## src/common/escmd_pkg.sv

```systemverilog
// Purpose: Shared constants for the encoder serial command handler.
// Assumes: Byte-wide receive and transmit paths from an external character layer.
// Notes: Status codes, command bytes and delivery values live here only.

package escmd_pkg;

    // ==========================================================
    // Status codes
    localparam logic [7:0]
        ST_OK = 8'h00,
        ST_ALIGN = 8'h01,
        ST_OFFSET = 8'h02,
        ST_PART = 8'h03,
        ST_ALIM = 8'h04,
        ST_TWI = 8'h05,
        ST_INT_CHK = 8'h06,
        ST_WDOG = 8'h07,
        ST_CNT_OVF = 8'h08,
        ST_PARITY = 8'h09,
        ST_RX_CHK = 8'h0a,
        ST_UNK_CMD = 8'h0b,
        ST_LEN = 8'h0c,
        ST_ARG = 8'h0d,
        ST_WPROT = 8'h0e,
        ST_KEY = 8'h0f,
        ST_FIXSIZE = 8'h10,
        ST_WADDR = 8'h11,
        ST_NOFIELD = 8'h12,
        ST_ANALOG = 8'h01,
        ST_TX_CUR = 8'h1d,
        ST_TEMP = 8'h1e,
        ST_SPEED = 8'h1f,
        ST_ST_POS = 8'h20,
        ST_MT_POS = 8'h21;

    // ==========================================================
    // Command bytes
    localparam logic [7:0]
        CMD_POS_RD = 8'h42,
        CMD_POS_SET = 8'h43,
        CMD_ANA_RD = 8'h44,
        CMD_CNT_RD = 8'h46,
        CMD_CNT_INC = 8'h47,
        CMD_CNT_CLR = 8'h49,
        CMD_DAT_RD = 8'h4a,
        CMD_DAT_WR = 8'h4b,
        CMD_FLD_STAT = 8'h4c,
        CMD_FLD_NEW = 8'h4d,
        CMD_MEM_FREE = 8'h4e,
        CMD_KEY_CHG = 8'h4f,
        CMD_STAT_RD = 8'h50,
        CMD_TYPE_RD = 8'h52,
        CMD_DEV_RST = 8'h53,
        CMD_ADR_SET = 8'h55,
        CMD_SER_RD = 8'h56,
        CMD_IF_CFG = 8'h57;

    // ==========================================================
    // Delivery values, layout and sizes
    localparam logic [7:0]
        RST_BUS_ADDR = 8'h40,
        RST_MODE = 8'he4,
        RST_KEY = 8'h55,
        ANA_TEMP_CH = 8'h48,
        ERR_FLAG = 8'h80,
        NUM_FIELDS = 8'h04,
        FIELD_BYTES = 8'h20;
    localparam logic [15:0] RST_COUNTER = 16'h0000;
    localparam logic [3:0] RX_MAX = 4'h8, FRAME_OVH = 4'h3;
    localparam int POS_BITS = 27, MEM_AW = 7;

endpackage

```

## src/hdl/escmd_core.sv

```systemverilog
// Purpose: Command interpreter and status reporting for the encoder parameter channel.
// Assumes: Frame = bus address, command, arguments, XOR checksum; end marked by i_rx_end.
// Notes: Replies are address, command, data, checksum; errors set bit 7 of the command.
//
// Functional notes
// - Status zero when no fault detected.
// - Distinct codes for each initialization failure but alignment, whose 0x01 is shared with analog.
// - Supervision restart reported with its code.
// - Parity, frame checksum, unknown command codes.
// - Wrong byte count, disallowed argument codes.
// - Write-protected field and wrong key codes.
// - Fixed size, address overrun, missing field.
// - Speed, singleturn, three multiturn position codes.
// - Analog signals out of specification reported.
// - Transmitter current, temperature, counter overflow codes.
// - Data-field command byte set.
// - Housekeeping command byte set.
// - Protected commands checked against key byte.

`timescale 1ns/10ps

module escmd_core #(
    parameter logic [7:0] TYPE_ID = 8'h3c, // Arbitrary value.
    parameter logic [15:0] SERIAL_NO = 16'h1234, // Arbitrary value.
    parameter logic [15:0] FW_VER = 16'h0100, // Arbitrary value.
    parameter logic [3:0] WP_MASK = 4'h1
) (
    input wire logic i_ref_clk,
    input wire logic i_sys_rst,
    input wire logic [7:0] i_rx_byte,
    input wire logic i_rx_valid,
    input wire logic i_rx_perr,
    input wire logic i_rx_end,
    output logic [7:0] o_tx_byte,
    output logic o_tx_valid,
    input wire logic i_tx_ready,
    input wire logic [escmd_pkg::POS_BITS-1:0] i_position,
    input wire logic [7:0] i_temp,
    input wire logic i_flt_align,
    input wire logic i_flt_offset,
    input wire logic i_flt_part,
    input wire logic i_flt_alim,
    input wire logic i_flt_twi,
    input wire logic i_flt_int_chk,
    input wire logic i_flt_wdog,
    input wire logic i_flt_analog,
    input wire logic i_flt_speed,
    input wire logic i_flt_st_pos,
    input wire logic [2:0] i_flt_mt_pos,
    input wire logic i_flt_tx_cur,
    input wire logic i_flt_temp,
    output logic [7:0] o_status,
    output logic [7:0] o_bus_addr,
    output logic [7:0] o_mode,
    output logic [15:0] o_counter,
    output logic o_pos_set,
    output logic [escmd_pkg::POS_BITS-1:0] o_pos_value,
    output logic o_dev_reset
);

    // ==========================================================
    // State
    typedef enum logic [1:0] {S_RX, S_EXEC, S_MEMRD, S_TX} escmd_state_t;

    typedef struct packed {
        escmd_state_t state;
        logic [7:0][7:0] rx_buf;
        logic [3:0] rx_cnt;
        logic [7:0] rx_xor;
        logic rx_perr;
        logic rx_ovf;
        logic [7:0] bus_addr;
        logic [7:0] mode;
        logic [7:0] key;
        logic [15:0] counter;
        logic [7:0] status;
        logic [7:0][7:0] tx_buf;
        logic [3:0] tx_len;
        logic [3:0] tx_idx;
        logic pos_set;
        logic [escmd_pkg::POS_BITS-1:0] pos_val;
        logic dev_rst;
    } escmd_regs_t;

    escmd_regs_t r_r;
    escmd_regs_t r_nxt;
    logic mem_we;
    logic mem_re;
    logic [escmd_pkg::MEM_AW-1:0] mem_addr;
    logic [7:0] mem_q;

    // ==========================================================
    // Command table: {known, argument count, keyed, key position}.
    function automatic logic [7:0] cmd_info(input logic [7:0] c);
        case (c)
            escmd_pkg::CMD_POS_RD: cmd_info = 8'h80;
            escmd_pkg::CMD_POS_SET: cmd_info = 8'hd8;
            escmd_pkg::CMD_ANA_RD: cmd_info = 8'h90;
            escmd_pkg::CMD_CNT_RD: cmd_info = 8'h80;
            escmd_pkg::CMD_CNT_INC: cmd_info = 8'h80;
            escmd_pkg::CMD_CNT_CLR: cmd_info = 8'h98;
            escmd_pkg::CMD_DAT_RD: cmd_info = 8'ha0;
            escmd_pkg::CMD_DAT_WR: cmd_info = 8'hca;
            escmd_pkg::CMD_FLD_STAT: cmd_info = 8'h90;
            escmd_pkg::CMD_FLD_NEW: cmd_info = 8'hba;
            escmd_pkg::CMD_MEM_FREE: cmd_info = 8'h80;
            escmd_pkg::CMD_KEY_CHG: cmd_info = 8'ha8;
            escmd_pkg::CMD_STAT_RD: cmd_info = 8'h80;
            escmd_pkg::CMD_TYPE_RD: cmd_info = 8'h80;
            escmd_pkg::CMD_DEV_RST: cmd_info = 8'h80;
            escmd_pkg::CMD_ADR_SET: cmd_info = 8'ha8;
            escmd_pkg::CMD_SER_RD: cmd_info = 8'h80;
            escmd_pkg::CMD_IF_CFG: cmd_info = 8'ha8;
            default: cmd_info = 8'h00;
        endcase
    endfunction

    // Reply frame with trailing XOR checksum; length is data count plus three.
    function automatic logic [7:0][7:0] build(input logic [7:0] a, input logic [7:0] c,
                                              input logic [3:0][7:0] d, input logic [2:0] dl);
        logic [7:0][7:0] b;
        logic [7:0] x;
        b = '0;
        b[0] = a;
        b[1] = c;
        x = a ^ c;
        for (int i = 0; i < 4; i++) begin
            if (3'(i) < dl) begin
                b[2+i] = d[i];
                x = x ^ d[i];
            end
        end
        b[3'(dl) + 3'd2] = x;
        build = b;
    endfunction

    // ==========================================================
    // Next state
    always_comb begin
        logic [7:0] cmd;
        logic [7:0] info;
        logic [3:0] na;
        logic [7:0] ec;
        logic [2:0] dl;
        logic [3:0][7:0] d;
        logic evt;
        logic [7:0] evt_code;
        r_nxt = r_r;
        cmd = r_r.rx_buf[1];
        info = cmd_info(cmd);
        na = r_r.rx_cnt - escmd_pkg::FRAME_OVH;
        ec = escmd_pkg::ST_OK;
        dl = 3'd0;
        d = '0;
        mem_we = 1'b0;
        mem_re = 1'b0;
        mem_addr = 7'({r_r.rx_buf[2][1:0], r_r.rx_buf[3][4:0]});
        r_nxt.pos_set = 1'b0;
        r_nxt.dev_rst = 1'b0;
        unique case (r_r.state)
            S_RX: begin
                if (i_rx_end) begin
                    r_nxt.state = S_EXEC;
                end else if (i_rx_valid) begin
                    if (r_r.rx_cnt < escmd_pkg::RX_MAX) begin
                        r_nxt.rx_buf[r_r.rx_cnt[2:0]] = i_rx_byte;
                        r_nxt.rx_cnt = r_r.rx_cnt + 4'd1;
                    end else begin
                        r_nxt.rx_ovf = 1'b1;
                    end
                    r_nxt.rx_xor = r_r.rx_xor ^ i_rx_byte;
                    r_nxt.rx_perr = r_r.rx_perr | i_rx_perr;
                end
            end
            S_EXEC: begin
                r_nxt.state = S_TX;
                r_nxt.tx_idx = 4'd0;
                if (r_r.rx_cnt < escmd_pkg::FRAME_OVH || r_r.rx_buf[0] != r_r.bus_addr) begin
                    r_nxt.state = S_RX;
                end else if (r_r.rx_perr) begin
                    ec = escmd_pkg::ST_PARITY;
                end else if (r_r.rx_xor != 8'h00) begin
                    ec = escmd_pkg::ST_RX_CHK;
                end else if (!info[7]) begin
                    ec = escmd_pkg::ST_UNK_CMD;
                end else if (r_r.rx_ovf || na != {1'b0, info[6:4]}) begin
                    ec = escmd_pkg::ST_LEN;
                end else if (info[3] && r_r.rx_buf[2 + info[2:0]] != r_r.key) begin
                    ec = escmd_pkg::ST_KEY;
                end else begin
                    case (cmd)
                        escmd_pkg::CMD_POS_RD: begin
                            d = 32'(i_position);
                            d = {d[0], d[1], d[2], d[3]};
                            dl = 3'd4;
                        end
                        escmd_pkg::CMD_POS_SET: begin
                            r_nxt.pos_val = 27'({r_r.rx_buf[3], r_r.rx_buf[4],
                                                 r_r.rx_buf[5], r_r.rx_buf[6]});
                            r_nxt.pos_set = 1'b1;
                        end
                        escmd_pkg::CMD_ANA_RD: begin
                            if (r_r.rx_buf[2] == escmd_pkg::ANA_TEMP_CH) begin
                                d[0] = r_r.rx_buf[2];
                                d[1] = i_temp;
                                dl = 3'd2;
                            end else begin
                                ec = escmd_pkg::ST_ARG;
                            end
                        end
                        escmd_pkg::CMD_CNT_RD: begin
                            d[0] = r_r.counter[15:8];
                            d[1] = r_r.counter[7:0];
                            dl = 3'd2;
                        end
                        escmd_pkg::CMD_CNT_INC: begin
                            if (&r_r.counter) begin
                                ec = escmd_pkg::ST_CNT_OVF;
                            end else begin
                                r_nxt.counter = r_r.counter + 16'd1;
                            end
                        end
                        escmd_pkg::CMD_CNT_CLR: r_nxt.counter = escmd_pkg::RST_COUNTER;
                        escmd_pkg::CMD_DAT_RD, escmd_pkg::CMD_DAT_WR,
                        escmd_pkg::CMD_FLD_STAT, escmd_pkg::CMD_FLD_NEW: begin
                            if (r_r.rx_buf[2] >= escmd_pkg::NUM_FIELDS) begin
                                ec = escmd_pkg::ST_NOFIELD;
                            end else if (cmd == escmd_pkg::CMD_FLD_STAT) begin
                                d[0] = {WP_MASK[r_r.rx_buf[2][1:0]],
                                        escmd_pkg::FIELD_BYTES[6:0]};
                                dl = 3'd1;
                            end else if (cmd == escmd_pkg::CMD_FLD_NEW) begin
                                if (r_r.rx_buf[3] != escmd_pkg::FIELD_BYTES) begin
                                    ec = escmd_pkg::ST_FIXSIZE;
                                end
                            end else if (r_r.rx_buf[3] >= escmd_pkg::FIELD_BYTES) begin
                                ec = escmd_pkg::ST_WADDR;
                            end else if (cmd == escmd_pkg::CMD_DAT_RD) begin
                                mem_re = 1'b1;
                                r_nxt.state = S_MEMRD;
                            end else if (WP_MASK[r_r.rx_buf[2][1:0]]) begin
                                ec = escmd_pkg::ST_WPROT;
                            end else begin
                                mem_we = 1'b1;
                            end
                        end
                        escmd_pkg::CMD_MEM_FREE: dl = 3'd1;
                        escmd_pkg::CMD_KEY_CHG: r_nxt.key = r_r.rx_buf[3];
                        escmd_pkg::CMD_STAT_RD: begin
                            d[0] = r_r.status;
                            dl = 3'd1;
                            r_nxt.status = escmd_pkg::ST_OK;
                        end
                        escmd_pkg::CMD_TYPE_RD: begin
                            d[0] = TYPE_ID;
                            dl = 3'd1;
                        end
                        escmd_pkg::CMD_DEV_RST: begin
                            r_nxt.dev_rst = 1'b1;
                            r_nxt.status = escmd_pkg::ST_OK;
                        end
                        escmd_pkg::CMD_ADR_SET: r_nxt.bus_addr = r_r.rx_buf[3];
                        escmd_pkg::CMD_SER_RD: begin
                            d = {FW_VER[7:0], FW_VER[15:8], SERIAL_NO[7:0], SERIAL_NO[15:8]};
                            dl = 3'd4;
                        end
                        escmd_pkg::CMD_IF_CFG: r_nxt.mode = r_r.rx_buf[3];
                        default: ec = escmd_pkg::ST_UNK_CMD;
                    endcase
                end
                if (ec != escmd_pkg::ST_OK) begin
                    d[0] = ec;
                    r_nxt.tx_buf = build(r_r.rx_buf[0], cmd | escmd_pkg::ERR_FLAG, d, 3'd1);
                    r_nxt.tx_len = 4'd4;
                    r_nxt.status = ec;
                end else begin
                    r_nxt.tx_buf = build(r_r.rx_buf[0], cmd, d, dl);
                    r_nxt.tx_len = 4'({1'b0, dl}) + escmd_pkg::FRAME_OVH;
                end
            end
            S_MEMRD: begin
                d[0] = mem_q;
                r_nxt.tx_buf = build(r_r.rx_buf[0], cmd, d, 3'd1);
                r_nxt.tx_len = 4'd4;
                r_nxt.state = S_TX;
            end
            S_TX: begin
                if (i_tx_ready) begin
                    r_nxt.tx_idx = r_r.tx_idx + 4'd1;
                    if (r_r.tx_idx == r_r.tx_len - 4'd1) begin
                        r_nxt.state = S_RX;
                    end
                end
            end
        endcase
        if (r_nxt.state == S_RX && r_r.state != S_RX) begin
            r_nxt.rx_cnt = 4'd0;
            r_nxt.rx_xor = 8'h00;
            r_nxt.rx_perr = 1'b0;
            r_nxt.rx_ovf = 1'b0;
        end
        // Fault events are applied last so that they win over a clear by read.
        evt = 1'b1;
        evt_code = escmd_pkg::ST_OK;
        if (i_flt_align) evt_code = escmd_pkg::ST_ALIGN;
        else if (i_flt_offset) evt_code = escmd_pkg::ST_OFFSET;
        else if (i_flt_part) evt_code = escmd_pkg::ST_PART;
        else if (i_flt_alim) evt_code = escmd_pkg::ST_ALIM;
        else if (i_flt_twi) evt_code = escmd_pkg::ST_TWI;
        else if (i_flt_int_chk) evt_code = escmd_pkg::ST_INT_CHK;
        else if (i_flt_wdog) evt_code = escmd_pkg::ST_WDOG;
        else if (i_flt_analog) evt_code = escmd_pkg::ST_ANALOG;
        else if (i_flt_speed) evt_code = escmd_pkg::ST_SPEED;
        else if (i_flt_st_pos) evt_code = escmd_pkg::ST_ST_POS;
        else if (i_flt_mt_pos[0]) evt_code = escmd_pkg::ST_MT_POS;
        else if (i_flt_mt_pos[1]) evt_code = escmd_pkg::ST_MT_POS + 8'h01;
        else if (i_flt_mt_pos[2]) evt_code = escmd_pkg::ST_MT_POS + 8'h02;
        else if (i_flt_tx_cur) evt_code = escmd_pkg::ST_TX_CUR;
        else if (i_flt_temp) evt_code = escmd_pkg::ST_TEMP;
        else evt = 1'b0;
        if (evt) begin
            r_nxt.status = evt_code;
        end
    end

    always_ff @(posedge i_ref_clk) begin
        if (i_sys_rst) begin
            r_r <= '0;
            r_r.state <= S_RX;
            r_r.status <= escmd_pkg::ST_OK;
            r_r.bus_addr <= escmd_pkg::RST_BUS_ADDR;
            r_r.mode <= escmd_pkg::RST_MODE;
            r_r.counter <= escmd_pkg::RST_COUNTER;
            r_r.key <= escmd_pkg::RST_KEY;
        end else begin
            r_r <= r_nxt;
        end
    end

    // ==========================================================
    // Data-field memory and outputs
    escmd_mem #(.DW(8), .AW(escmd_pkg::MEM_AW)) u_mem (
        .i_ref_clk(i_ref_clk),
        .i_sys_rst(i_sys_rst),
        .i_we(mem_we),
        .i_re(mem_re),
        .i_addr(mem_addr),
        .i_wdata(r_r.rx_buf[5]),
        .o_rdata(mem_q)
    );

    assign o_tx_valid = (r_r.state == S_TX);
    assign o_tx_byte = r_r.tx_buf[r_r.tx_idx[2:0]];
    assign o_status = r_r.status;
    assign o_bus_addr = r_r.bus_addr;
    assign o_mode = r_r.mode;
    assign o_counter = r_r.counter;
    assign o_pos_set = r_r.pos_set;
    assign o_pos_value = r_r.pos_val;
    assign o_dev_reset = r_r.dev_rst;

endmodule

```

## src/hdl/escmd_mem.sv

```systemverilog
// Purpose: Data-field byte memory with registered read data.
// Assumes: One access per cycle; write and read never issued together.
// Notes: Array contents are not reset; only the read register is.

`timescale 1ns/10ps

module escmd_mem #(
    parameter int DW = 8,
    parameter int AW = 7
) (
    input wire logic i_ref_clk,
    input wire logic i_sys_rst,
    input wire logic i_we,
    input wire logic i_re,
    input wire logic [AW-1:0] i_addr,
    input wire logic [DW-1:0] i_wdata,
    output logic [DW-1:0] o_rdata
);

    logic [DW-1:0] mem [2**AW];

    always_ff @(posedge i_ref_clk) begin
        if (i_we) begin
            mem[i_addr] <= i_wdata;
        end
        if (i_sys_rst) begin
            o_rdata <= '0;
        end else if (i_re) begin
            o_rdata <= mem[i_addr];
        end
    end

endmodule

```

## config.mk

```make
export PLATFORM = sky130hd
export DESIGN_NAME = escmd_core
export DESIGN_NICKNAME = d
export VERILOG_FILES = /design/src/common/escmd_pkg.sv /design/src/hdl/escmd_core.sv /design/src/hdl/escmd_mem.sv
export SDC_FILE = /design/constraint.sdc
export NUM_CORES = 2
export LEC_CHECK = 0
export ABC_AREA = 0
export BUFFER_PORTS_ARGS = -buffer_cell sky130_fd_sc_hd__buf_4
export CELL_PAD_IN_SITES_DETAIL_PLACEMENT = 1
export CELL_PAD_IN_SITES_GLOBAL_PLACEMENT = 2
export CORE_MARGIN = 8
export CORE_UTILIZATION = 45
export CTS_CLUSTER_DIAMETER = 200
export CTS_CLUSTER_SIZE = 20
export DETAILED_ROUTE_END_ITERATION = 10
export PLACE_DENSITY_LB_ADDON = 0.1
export SYNTH_ARGS = -nofsm -noshare
export SYNTH_HDL_FRONTEND = slang
export SYNTH_SLANG_ARGS = --single-unit
```

## constraint.sdc

```tcl
create_clock -name i_ref_clk -period 4.8 [get_ports i_ref_clk]
set_input_delay 0.48 -clock i_ref_clk [delete_from_list [all_inputs] [get_ports i_ref_clk]]
set_output_delay 0.48 -clock i_ref_clk [all_outputs]
set_load 0.1 [all_outputs]
```

==> impl_metrics.env <==
export IMPL_status="complete, no violations"
export IMPL_dpl_hpwl_um=111000
export IMPL_synth_most_common_cell="edfxtp_1"
export IMPL_antenna_left=0
export IMPL_fin_crit_ns=4.26
export IMPL_place_gp_congestion=0.910
export IMPL_wirelength_um=165000
export IMPL_synth_edf_count=1024
export IMPL_dr_pass1_iters=5
export IMPL_die_h_um=350
export IMPL_netlist_area_mm2=0.0501
export IMPL_grt_pass1_wl_um=240000
export IMPL_initial_core_util=0.453
export IMPL_cts_repair_resized=0
export IMPL_pre_cts_ws_ns=0.617
export IMPL_synth_top_flop_cell="edfxtp_1"
export IMPL_first_iter_violations=3432
export IMPL_die_area_mm2=0.122
export IMPL_ir_drop_uv=263
export IMPL_slew_violations=0
export IMPL_worstSetupEndpointType="flop"
export IMPL_clk_pin_slew_ns=0.09
export IMPL_final_instance_count_excl_fill=5522
export IMPL_cp_start_kind="flop"
export IMPL_insertion_delay_ns=0.67
export IMPL_htreeDepth=3
export IMPL_cts_root_buffer="clkbuf_16"
export IMPL_setup_viol=0
export IMPL_synth_area_top_cells="edfxtp_1 (61%), dfxtp_1 (9.1%), a22oi_1 (5.5%)"
export IMPL_pwr_density_cell_mw_per_mm2=326
export IMPL_period_share=0.888
export IMPL_syn_avg_cell_area_um2=14.1
export IMPL_required_ns=5.29
export IMPL_gr_total_overflow=0
export IMPL_setup_tns_ns=0
export IMPL_postCtsSetupBuffers=0
export IMPL_skew_ns=0.0272
export IMPL_netlist_area_leader_share=0.614
export IMPL_avgViaCountPerCell=6.07
export IMPL_row_count=122
export IMPL_dpl_cell_count=5420
export IMPL_fill_cells=10960
export IMPL_fin_ws_ns=0.540
export IMPL_rsz0062_at_grt="false"
export IMPL_regArea_mm2=0.0353
export IMPL_r2r_cells=10
export IMPL_cts_tree="done"
export IMPL_cts_sinks=1251
export IMPL_multiInputGateArea_mm2=0.0142
export IMPL_die_w_um=350
export IMPL_drc=0
export IMPL_pin_count=142
export IMPL_async_flop_share=0
export IMPL_ys_warnings_count=0
export IMPL_slew_headroom=0.194
export IMPL_cts_buffer_depth=3
export IMPL_synth_seq_area_share=0.704
export IMPL_ys_seq_elements=1251
export IMPL_wl_per_cell_um=29.9
export IMPL_cts_buffers=72
export IMPL_cts_hold_fix_buffers=0
export IMPL_layout_nets=4080
export IMPL_grt_pass1_vias=34249
export IMPL_crit_fanout=18
export IMPL_leakagePower_uw=0.0172
export IMPL_synth_cell_types=90
export IMPL_portBuffers=139
export IMPL_worstPathArrival_ns=4.75
export IMPL_layout_drive_gt1_share=0.142
export IMPL_max_cap_violations=0
export IMPL_fmax_mhz=235
export IMPL_crit_type="flop to flop"
export IMPL_tightest_slew_ns=1.21
export IMPL_synth_top_area_cell="edfxtp_1"
export IMPL_whs_path_depth=3
export IMPL_vias=33497
export IMPL_area_growth_pct=13.7
export IMPL_grt_max_degree=90
export IMPL_antenna_found_initial=2
export IMPL_syn_inst=3564
export IMPL_grtUsageTotal=0.264
export IMPL_yosys_top_cells_count="edfxtp_1 (1024), a22oi_1 (365), nor2_1 (287)"
export IMPL_finalHoldViolations=0
export IMPL_hold_class="primary input to flop"
export IMPL_core_mm2=0.111
-- cell type report --
class / count / share of cell area
sequential: 1251 / 0.620
multi-input combinational: 2223 / 0.249
timing repair buffer: 420 / 0.0600
clock buffer: 98 / 0.0348
tap: 1488 / 0.0327
inverter: 38 / 0.00250
clock inverter: 3 / 0.000637
antenna: 1 / 0.0000439
-- through the flow --
stage / cell area (um2) / power [uW] / hold slack [ns] / util
5_1_grt: 57000 / 19100 / 0.0833 / 0.516
2_1_floorplan: 51100 / 12300 / 0.411 / -
4_1_cts: 57000 / 18700 / 0.0433 / 0.516
6_report: 57000 / 18600 / 0.0863 / 0.516
3_5_place_dp: 55000 / 12500 / 0.432 / 0.497
3_3_place_gp: 55000 / 12400 / 0.432 / 0.497
-- metal layers --
layer / GRT usage / vias up / routed length, um
li1: - / 14488 / -
met1: 0.340 / 17312 / 66400
met2: 0.454 / 1410 / 81900
met3: 0.0353 / 287 / 10200
met4: 0.0997 / 0 / 6730
met5: 0 / - / 0
-- worst paths after layout --
kind | from | to | slack [ns]
min reg2reg | r_r[86] | r_r[86] | 0.44
max | r_r[175] | r_r[67] | 0.54
max reg2reg | r_r[175] | r_r[67] | 0.54
min | i_position[11] | r_r[72] | 0.09
-- report_power, final --
group	switching [uW]	leakage [uW]	internal, uW
Combinational	325	0.00646	157
Clock	3460	0.000980	2900
Sequential	50.6	0.00977	11700
Total	3840	0.0172	14700
-- placed cells by master, fill, tap and decap left out, types with 83 or more instances in the layout --
master,n
a21oi_1,108
a221oi_1,83
a22oi_1,365
buf_4,398
conb_1,258
dfxtp_1,217
edfxtp_1,1024
mux2i_1,89
nand2_1,218
nor2_1,286
-- logic make-up (layout without fill, tap and decap cells) --
logic type	Yosys count	count (layout)	synth area share
flip-flops	1251	1251	0.704
adder cells (fa/ha/maj)	10	10	0.00250
AND/OR/NAND/NOR	831	831	0.0805
AO/OA/AOI/OAI	901	901	0.132
XOR/XNOR	103	103	0.0186
buffers and inverters	347	559	0.0322
multiplexers	120	120	0.0297
other	1	259	0.0000748
-- worst max-delay path, stage by stage, from the launching register on --
cell,delay (ns)
dfxtp_1,0.53
and4bb_1,0.54
nand3_1,0.19
and3_1,0.23
or4_1,0.46
buf_4,0.22
nor3_2,0.45
a41o_1,0.50
nand2_1,0.32
a211oi_1,0.53
a2111oi_0,0.13
-- state kept, by name, summed over array words and instances (netlist names) --
signal / cells
u_mem.o_rdata: 8
o_counter: 16
mem_addr: 7
u_mem.mem: 1024
o_pos_value: 27
r_r: 145
o_status: 6
o_pos_set: 1
o_mode: 8
o_bus_addr: 8
o_dev_reset: 1
(Power assumes the default switching activity.)
